`src/verilog/tba_defines.svh`:
```
`ifndef TBA_DEFINES_SVH
`define TBA_DEFINES_SVH
// clock period in ns, kept for reference by timing-aware users
`define TBA_CLK_PERIOD_NS 5
// bus-driven output level when negated (active low pin)
`define TBA_DRIVEN_N_IDLE 1'b1
`define TBA_XFER_CNT_W    4
`endif

```
`src/verilog/tba_pkg.sv`:
```
package tba_pkg;
  typedef enum logic [1:0] {
    TBA_RESET,
    TBA_EXT_OWNED,
    TBA_IMPLICIT,
    TBA_EXPLICIT
  } tba_state_t;
endpackage

```
`src/verilog/tba_own_drive.sv`:
```
`timescale 1ns/1ps
`include "tba_defines.svh"
// output-enable stage: drives the shared bus only while explicitly owning it
module tba_own_drive (
  input  wire logic sys_clk,
  input  wire logic reset_n,
  input  wire logic drive_next,
  output logic      bus_drive_oe_reg,
  output logic      bus_driven_out_n_reg
);
  always_ff @(posedge sys_clk) begin
    if (!reset_n) begin
      bus_drive_oe_reg     <= 1'b0;
      bus_driven_out_n_reg <= `TBA_DRIVEN_N_IDLE;
    end else begin
      bus_drive_oe_reg     <= drive_next;
      bus_driven_out_n_reg <= ~drive_next;
    end
  end
endmodule

```
`src/verilog/tba_arbiter.sv`:
```
`timescale 1ns/1ps
// Overview of operation
// - state changes only on rising sys_clk edge, fully synchronous
// - grant input is active low from partner hold request; bus driven feeds its ack
// - request while granted: assert bus driven and transfer start together
// - a transfer may begin the cycle after grant becomes asserted
// - lock clear, grant gone: finish cycle, then release bus and outputs
// - burst-inhibited series keeps bus driven until its last transfer ends or an error termination ends it
// - lock set in explicit ownership: grant loss does not release bus
// - lock cleared with grant negated: release bus the following clock if idle, else once the cycle ends
// - lock set while implicit owner: take explicit ownership next clock
// - reset input or watchdog reset forces reset state from anywhere
// - leaving reset: implicit if granted, else external master owned
// - external master owned: bus undriven, memory controls may still assert
// - implicit or external owned: grant plus lock or request gives explicit, grant alone implicit, no grant external owned
// - explicit only when granted with cycle started, or lock set
// - explicit with grant held: keep ownership whatever cycles run
// - explicit, no grant, no lock: leave at end of cycle or if idle
// - end of cycle is normal or error termination; series counts as one
// - bus driven and bus drive only in explicit ownership
`include "tba_defines.svh"
module tba_arbiter (
  input  wire logic sys_clk,
  input  wire logic reset_n,
  input  wire logic reset_in_n,
  input  wire logic wdog_reset,
  input  wire logic bus_grant_in_n,
  input  wire logic bus_lock_bit,
  input  wire logic int_bus_req,
  input  wire logic burst_inhibit,
  input  wire logic last_transfer,
  input  wire logic transfer_ack_n,
  input  wire logic transfer_error_ack_n,
  output logic      bus_driven_out_n,
  output logic      bus_drive_oe,
  output logic      transfer_start_n,
  output logic      xfer_active,
  output logic      mem_ctrl_allowed,
  output logic [1:0] arb_state
);
  tba_pkg::tba_state_t state_reg;
  tba_pkg::tba_state_t state_next;
  logic                granted;
  logic                rst_any;
  logic                term;
  logic                end_of_cycle;
  logic                start_now;
  logic                xfer_reg;
  logic                drive_next;

  assign granted = ~bus_grant_in_n;
  assign rst_any = ~reset_in_n | wdog_reset;
  assign term    = xfer_reg & (~transfer_ack_n | ~transfer_error_ack_n);
  // error aborts the whole series; normal ack only ends it on the last transfer
  assign end_of_cycle = term & (~transfer_error_ack_n | ~burst_inhibit | last_transfer);
  // start when explicit owner (or entering it from a request) with grant held
  assign start_now = ~rst_any & int_bus_req & ~xfer_reg & granted &
                     (state_reg == tba_pkg::TBA_EXPLICIT ||
                      state_reg == tba_pkg::TBA_IMPLICIT ||
                      state_reg == tba_pkg::TBA_EXT_OWNED);

  always_comb begin
    state_next = state_reg;
    case (state_reg)
      tba_pkg::TBA_RESET: begin
        state_next = granted ? tba_pkg::TBA_IMPLICIT : tba_pkg::TBA_EXT_OWNED;
      end
      tba_pkg::TBA_EXT_OWNED, tba_pkg::TBA_IMPLICIT: begin
        if (!granted) begin
          state_next = tba_pkg::TBA_EXT_OWNED;
        end else if (bus_lock_bit || int_bus_req) begin
          state_next = tba_pkg::TBA_EXPLICIT;
        end else begin
          state_next = tba_pkg::TBA_IMPLICIT;
        end
      end
      tba_pkg::TBA_EXPLICIT: begin
        if (granted || bus_lock_bit) begin
          state_next = tba_pkg::TBA_EXPLICIT;
        end else if (!xfer_reg || end_of_cycle) begin
          state_next = tba_pkg::TBA_EXT_OWNED;
        end else begin
          state_next = tba_pkg::TBA_EXPLICIT;
        end
      end
      default: state_next = tba_pkg::TBA_RESET;
    endcase
    if (rst_any) begin
      state_next = tba_pkg::TBA_RESET;
    end
  end

  always_ff @(posedge sys_clk) begin
    if (!reset_n) begin
      state_reg <= tba_pkg::TBA_RESET;
    end else begin
      state_reg <= state_next;
    end
  end

  // a transfer is in flight from its start until its end of cycle
  always_ff @(posedge sys_clk) begin
    if (!reset_n || rst_any) begin
      xfer_reg <= 1'b0;
    end else if (start_now) begin
      xfer_reg <= 1'b1;
    end else if (end_of_cycle) begin
      xfer_reg <= 1'b0;
    end
  end

  // transfer start pulses only in a cycle where bus driven is asserted
  always_ff @(posedge sys_clk) begin
    if (!reset_n) begin
      transfer_start_n <= 1'b1;
    end else begin
      transfer_start_n <= ~start_now;
    end
  end

  always_ff @(posedge sys_clk) begin
    if (!reset_n) begin
      xfer_active      <= 1'b0;
      mem_ctrl_allowed <= 1'b0;
      arb_state        <= 2'h0;
    end else begin
      xfer_active      <= start_now | (xfer_reg & ~end_of_cycle);
      mem_ctrl_allowed <= (state_next == tba_pkg::TBA_EXT_OWNED);
      arb_state        <= state_next;
    end
  end

  assign drive_next = (state_next == tba_pkg::TBA_EXPLICIT);

  tba_own_drive u_drive (
    .sys_clk              (sys_clk),
    .reset_n              (reset_n),
    .drive_next           (drive_next),
    .bus_drive_oe_reg     (bus_drive_oe),
    .bus_driven_out_n_reg (bus_driven_out_n)
  );

  property p_driven_only_explicit;
    @(posedge sys_clk) disable iff (!reset_n)
    !bus_driven_out_n |-> (state_reg == tba_pkg::TBA_EXPLICIT);
  endproperty
  a_driven_only_explicit: assert property (p_driven_only_explicit)
    else $error("bus driven outside explicit ownership");

  property p_start_with_driven;
    @(posedge sys_clk) disable iff (!reset_n)
    !transfer_start_n |-> !bus_driven_out_n && bus_drive_oe;
  endproperty
  a_start_with_driven: assert property (p_start_with_driven)
    else $error("transfer start without bus driven");

  property p_reset_enter;
    @(posedge sys_clk) disable iff (!reset_n)
    rst_any |=> state_reg == tba_pkg::TBA_RESET;
  endproperty
  a_reset_enter: assert property (p_reset_enter)
    else $error("reset source did not force reset state");

  property p_reset_leave;
    @(posedge sys_clk) disable iff (!reset_n)
    (state_reg == tba_pkg::TBA_RESET && !rst_any) |=>
      state_reg == ($past(granted) ? tba_pkg::TBA_IMPLICIT : tba_pkg::TBA_EXT_OWNED);
  endproperty
  a_reset_leave: assert property (p_reset_leave)
    else $error("wrong state after reset");

  property p_lock_holds;
    @(posedge sys_clk) disable iff (!reset_n)
    (state_reg == tba_pkg::TBA_EXPLICIT && bus_lock_bit && !rst_any) |=>
      state_reg == tba_pkg::TBA_EXPLICIT && !bus_driven_out_n;
  endproperty
  a_lock_holds: assert property (p_lock_holds)
    else $error("lock did not hold the bus");

  property p_release;
    @(posedge sys_clk) disable iff (!reset_n)
    (state_reg == tba_pkg::TBA_EXPLICIT && !granted && !bus_lock_bit && !xfer_reg
     && !rst_any) |=> bus_driven_out_n && !bus_drive_oe;
  endproperty
  a_release: assert property (p_release)
    else $error("bus not released");

  property p_implicit_lock;
    @(posedge sys_clk) disable iff (!reset_n)
    (state_reg == tba_pkg::TBA_IMPLICIT && granted && bus_lock_bit && !rst_any) |=>
      state_reg == tba_pkg::TBA_EXPLICIT;
  endproperty
  a_implicit_lock: assert property (p_implicit_lock)
    else $error("lock did not give explicit ownership");

  property p_hold_mid;
    @(posedge sys_clk) disable iff (!reset_n)
    (state_reg == tba_pkg::TBA_EXPLICIT && xfer_reg && !end_of_cycle && !rst_any) |=>
      state_reg == tba_pkg::TBA_EXPLICIT;
  endproperty
  a_hold_mid: assert property (p_hold_mid)
    else $error("bus left in the middle of a cycle");

  property p_grant_keeps;
    @(posedge sys_clk) disable iff (!reset_n)
    (state_reg == tba_pkg::TBA_EXPLICIT && granted && !rst_any) |=>
      state_reg == tba_pkg::TBA_EXPLICIT;
  endproperty
  a_grant_keeps: assert property (p_grant_keeps)
    else $error("explicit ownership lost while granted");

  property p_oe_matches;
    @(posedge sys_clk) disable iff (!reset_n)
    bus_drive_oe == !bus_driven_out_n;
  endproperty
  a_oe_matches: assert property (p_oe_matches)
    else $error("drive enable disagrees with bus driven");

  property p_start_one_cycle;
    @(posedge sys_clk) disable iff (!reset_n)
    !transfer_start_n |=> transfer_start_n;
  endproperty
  a_start_one_cycle: assert property (p_start_one_cycle)
    else $error("transfer start longer than one cycle");

  property p_start_needs_grant;
    @(posedge sys_clk) disable iff (!reset_n)
    !transfer_start_n |-> $past(granted);
  endproperty
  a_start_needs_grant: assert property (p_start_needs_grant)
    else $error("transfer start without grant in the cycle before");

  property p_mem_only_ext;
    @(posedge sys_clk) disable iff (!reset_n)
    mem_ctrl_allowed == (state_reg == tba_pkg::TBA_EXT_OWNED);
  endproperty
  a_mem_only_ext: assert property (p_mem_only_ext)
    else $error("memory controls allowed outside external ownership");

  property p_ext_stays;
    @(posedge sys_clk) disable iff (!reset_n)
    (state_reg == tba_pkg::TBA_EXT_OWNED && !granted && !rst_any) |=>
      state_reg == tba_pkg::TBA_EXT_OWNED;
  endproperty
  a_ext_stays: assert property (p_ext_stays)
    else $error("left external ownership without grant");

  property p_implicit_idle;
    @(posedge sys_clk) disable iff (!reset_n)
    (state_reg != tba_pkg::TBA_EXPLICIT && state_reg != tba_pkg::TBA_RESET && granted
     && !bus_lock_bit && !int_bus_req && !rst_any) |=>
      state_reg == tba_pkg::TBA_IMPLICIT && bus_driven_out_n;
  endproperty
  a_implicit_idle: assert property (p_implicit_idle)
    else $error("idle grant did not give implicit ownership");

  property p_req_start;
    @(posedge sys_clk) disable iff (!reset_n)
    (state_reg != tba_pkg::TBA_EXPLICIT && state_reg != tba_pkg::TBA_RESET && granted
     && int_bus_req && !rst_any) |=>
      state_reg == tba_pkg::TBA_EXPLICIT && !transfer_start_n && !bus_driven_out_n;
  endproperty
  a_req_start: assert property (p_req_start)
    else $error("granted request did not start at once");

  property p_enter_explicit;
    @(posedge sys_clk) disable iff (!reset_n)
    (state_reg != tba_pkg::TBA_EXPLICIT) ##1 (state_reg == tba_pkg::TBA_EXPLICIT) |->
      $past(granted) && ($past(bus_lock_bit) || !transfer_start_n);
  endproperty
  a_enter_explicit: assert property (p_enter_explicit)
    else $error("explicit ownership without grant and cause");

  property p_explicit_release;
    @(posedge sys_clk) disable iff (!reset_n)
    (state_reg == tba_pkg::TBA_EXPLICIT && !granted && !bus_lock_bit && end_of_cycle
     && !rst_any) |=>
      state_reg == tba_pkg::TBA_EXT_OWNED && bus_driven_out_n && !bus_drive_oe;
  endproperty
  a_explicit_release: assert property (p_explicit_release)
    else $error("bus kept after end of cycle without grant");

  property p_error_ends;
    @(posedge sys_clk) disable iff (!reset_n)
    (xfer_reg && !transfer_error_ack_n && !rst_any) |=>
      !xfer_active;
  endproperty
  a_error_ends: assert property (p_error_ends)
    else $error("error did not end the transfer");

  property p_rst_undriven;
    @(posedge sys_clk) disable iff (!reset_n)
    rst_any |=>
      bus_driven_out_n && !bus_drive_oe && transfer_start_n && !mem_ctrl_allowed;
  endproperty
  a_rst_undriven: assert property (p_rst_undriven)
    else $error("bus driven during reset state");

  property p_series_holds;
    @(posedge sys_clk) disable iff (!reset_n)
    (state_reg == tba_pkg::TBA_EXPLICIT && xfer_reg && burst_inhibit && !last_transfer
     && transfer_error_ack_n && !rst_any) |=>
      !bus_driven_out_n;
  endproperty
  a_series_holds: assert property (p_series_holds)
    else $error("bus released inside a burst-inhibited series");
endmodule

```
`config.mk`:
```
export PLATFORM = sky130hd
export DESIGN_NAME = tba_arbiter
export DESIGN_NICKNAME = d
export VERILOG_FILES = /design/src/verilog/tba_pkg.sv /design/src/verilog/tba_own_drive.sv /design/src/verilog/tba_arbiter.sv
export VERILOG_INCLUDE_DIRS = /design/src /design/src/verilog
export SDC_FILE = /design/constraint.sdc
export NUM_CORES = 1
export LEC_CHECK = 0
export ABC_AREA = 1
export BUFFER_PORTS_ARGS = -buffer_cell sky130_fd_sc_hd__buf_4
export CELL_PAD_IN_SITES_DETAIL_PLACEMENT = 1
export CELL_PAD_IN_SITES_GLOBAL_PLACEMENT = 1
export CORE_MARGIN = 10
export CORE_UTILIZATION = 25
export DETAILED_ROUTE_END_ITERATION = 12
export PLACE_DENSITY_LB_ADDON = 0.1
export SETUP_SLACK_MARGIN = 0.05
export SYNTH_ARGS = -nofsm -noshare
export SYNTH_HDL_FRONTEND = slang
export SYNTH_SLANG_ARGS = --single-unit
```
`constraint.sdc`:
```
create_clock -name sys_clk -period 1.2 [get_ports sys_clk]
set_clock_uncertainty 0.05 [all_clocks]
set_input_delay 0.18 -clock sys_clk [delete_from_list [all_inputs] [get_ports sys_clk]]
set_output_delay 0.18 -clock sys_clk [all_outputs]
set_load 0.02 [all_outputs]
```
==> run_results.csv <==
group,metric,value,unit
pwr,p_per_area,972,nW/µm²
worst_setup_path,path_max_fanout,3,
worst_setup_path,worstPathRequired,1.30,ns
clock_network,cts_root_buf,"clkbuf_4",
drt,drt_iter0_markers,2,
cells_and_area,areaGrowthSynthToFinish,50.3,%
logic_synthesis,synth.top_cell.area_share,40.3,%
placement,routabilityCongestion,0.697,
placement,hpwl,851,µm
grt,grt_pass1_wl,1.64,mm
drt,route.detailed.drc,0,
clock_network,cts_made_buffers,3,
sta,fmax,0.855,GHz
sta,grt_setup_unrepaired,"true",
logic_synthesis,synth_fp_nets,71,
clock_network,cts_tree,"done",
sta,hold_violations,0,
cells_and_area,seq_area,168,µm²
logic_synthesis,synth_area_leaders,"dfxtp_1, nand2_1, inv_1",
worst_setup_path,crit_path_start_kind,"flop",
sta,period_share,97.4,%
clock_network,clk_latency,0.26,ns
floorplan,initial_core_util,26.4,%
drt,final_antenna_net_count,0,
logic_synthesis,ys_seq_area_share,40.3,%
logic_synthesis,synthDistinctLibCells,12,
floorplan,dieArea,3590,µm²
clock_network,ctsHoldBuffers,0,
drt,first_pass_iters,2,
logic_synthesis,syn_area_per_cell,6.86,µm²
cells_and_area,nets,93,
flow_run,drv_cap,0,
sta,worstMarginPinSlew,0.179,ns
floorplan,core-area,1510,µm²
floorplan,die_w,59.9,µm
cells_and_area,multi_input_area,198,µm²
grt,antenna_found_initial,0,
pwr,total_leakage_power,0.000321,µW
worst_setup_path,endpoint_kind,"flop",
floorplan,num_io_pins,18,
sta,setup_violations,0,
cells_and_area,fillers,198,
cells_and_area,largest_reg_flops,2,
logic_synthesis,syn_inst,58,
clock_network,clk_pin_slew,0.06,ns
sta,holdWs,0.0882,ns
logic_synthesis,yosysWarnings,0,
clock_network,htree_levels,1,
logic_synthesis,yosysTopAreaCell,"dfxtp_1",
cells_and_area,num_antenna_cells,0,
floorplan,rows,14,
grt,grt_pass1_vias,413,
drt,dr_total_vias,390,
drt,routedWlPerCell,10.4,µm
sta,slew-limit-headroom,88.0,%
drt,routed_wl,988,µm
cells_and_area,utilization,39.7,%
floorplan,die_h,59.9,µm
logic_synthesis,ys_seq_elements,8,
sta,period_minus_slack,1.17,ns
cells_and_area,top_register,"arb_state",
logic_synthesis,netlist_area,398,µm²
worst_setup_path,arrival,1.27,ns
drt,via_per_inst,4.11,
sta,finalMaxSlewViolations,0,
worst_setup_path,path_class,"flop to flop",
grt,grt.total_usage,6.17,%
clock_network,clkSinkCount,8,
outcome,outcome,"complete, no violations",
worst_hold_path,hold_path.class,"input port to flop",
pwr,ir_worst_vdd,393,µV
clock_network,clock_path_buffers,2,
grt,grt_max_degree,6,
placement,numPortBuffers,17,
grt,globalRouteOverflowTotal,0,
cells_and_area,drive_gt1_share,51.9,%
==> final timing paths <==
check                from                        to  slack, ns  cells after the start
max          arb_state[1]  u_drive.bus_drive_oe_reg       0.03                      6
min               reset_n          transfer_start_n       0.09                      2
max reg2reg  arb_state[1]  u_drive.bus_drive_oe_reg       0.03                      6
min reg2reg      xfer_reg          transfer_start_n       0.43                      2
==> metal layers <==
| metal | vias up | global-route usage [%] | share of wire, % |
|---|---|---|---|
| met2 | 13 | 8.24 | 45 |
| met5 | - | 0 | 0 |
| met1 | 165 | 6.68 | 41 |
| li1 | 208 | - | - |
| met3 | 4 | 3.39 | 12 |
| met4 | 0 | 5.77 | 2.1 |
==> logic make-up (layout without fill, tap and decap cells) <==
family	Yosys count	in the layout	share of synthesized area, %
AO/OA/AOI/OAI	2	2	3.46
adder cells (fa/ha/maj)	2	2	6.29
buffers and inverters	15	36	14.2
flip-flops	8	8	40.3
AND/OR/NAND/NOR	31	31	35.8
==> timing repair <==
item | 4_1_cts | 5_1_grt
resized for setup | 0 | 1
endpoints found under the setup margin | 3 | 5
buffers inserted | 0 | 0
pin swaps | 0 | 2
==> cell type report <==
cell class	instances	share of cell area [%]
multi-input combinational	35	33.1
sequential	8	28.0
timing repair buffer	17	21.3
inverter	15	9.83
clock buffer	4	4.39
tap	16	3.35
==> report_power, final <==
part           leakage (µW)  switching (µW)  internal, µW  total [µW]
sequential        0.0000663            2.62           266         269
combinational      0.000239            44.5          43.6        88.1
clock             0.0000150            96.7           128         224
total              0.000321             144           438         581
==> metrics by stage <==
| stage | area [µm²] | setup WS, ns | total power [µW] | setup TNS [ns] | instances |
|---|---|---|---|---|---|
| after floorplan | 422 | 0.0381 | 322 | 0 | 58 |
| after global routing | 598 | -0.0671 | 610 | -0.152 | 95 |
| after global placement | 569 | 0.0260 | 363 | 0 | 91 |
| after detailed placement | 569 | 0.0298 | 364 | 0 | 91 |
| final | 598 | 0.0310 | 581 | 0 | 95 |
| after CTS | 596 | 0.0218 | 592 | 0 | 95 |
==> worst max-delay path, cell delays in order, from the launching register on <==
cell and delay (ns):
dfxtp_4 0.36, inv_4 0.04, ha_4 0.23, a21oi_2 0.17, nand2_1 0.08, nand2_1 0.09, nor2_1 0.05
==> synth_stat cells <==
| cell type | n |
|---|---|
| nor2_1 | 6 |
| dfxtp_1 | 8 |
| nor2_2 | 3 |
| nand2_1 | 14 |
| nand3_1 | 1 |
| ha_1 | 2 |
| a21oi_2 | 1 |
| nand2_2 | 6 |
| a21oi_1 | 1 |
| nand4_1 | 1 |
| inv_2 | 5 |
| inv_1 | 10 |
==> layout by cell type (no fill, tap or decap), drive strengths merged <==
cell	n
a21oi	2
buf	17
ha	2
nand2	20
clkbuf	4
nand3	1
nand4	1
dfxtp	8
nor2	9
inv	15
No activity file was read; power rests on OpenSTA's default activity.
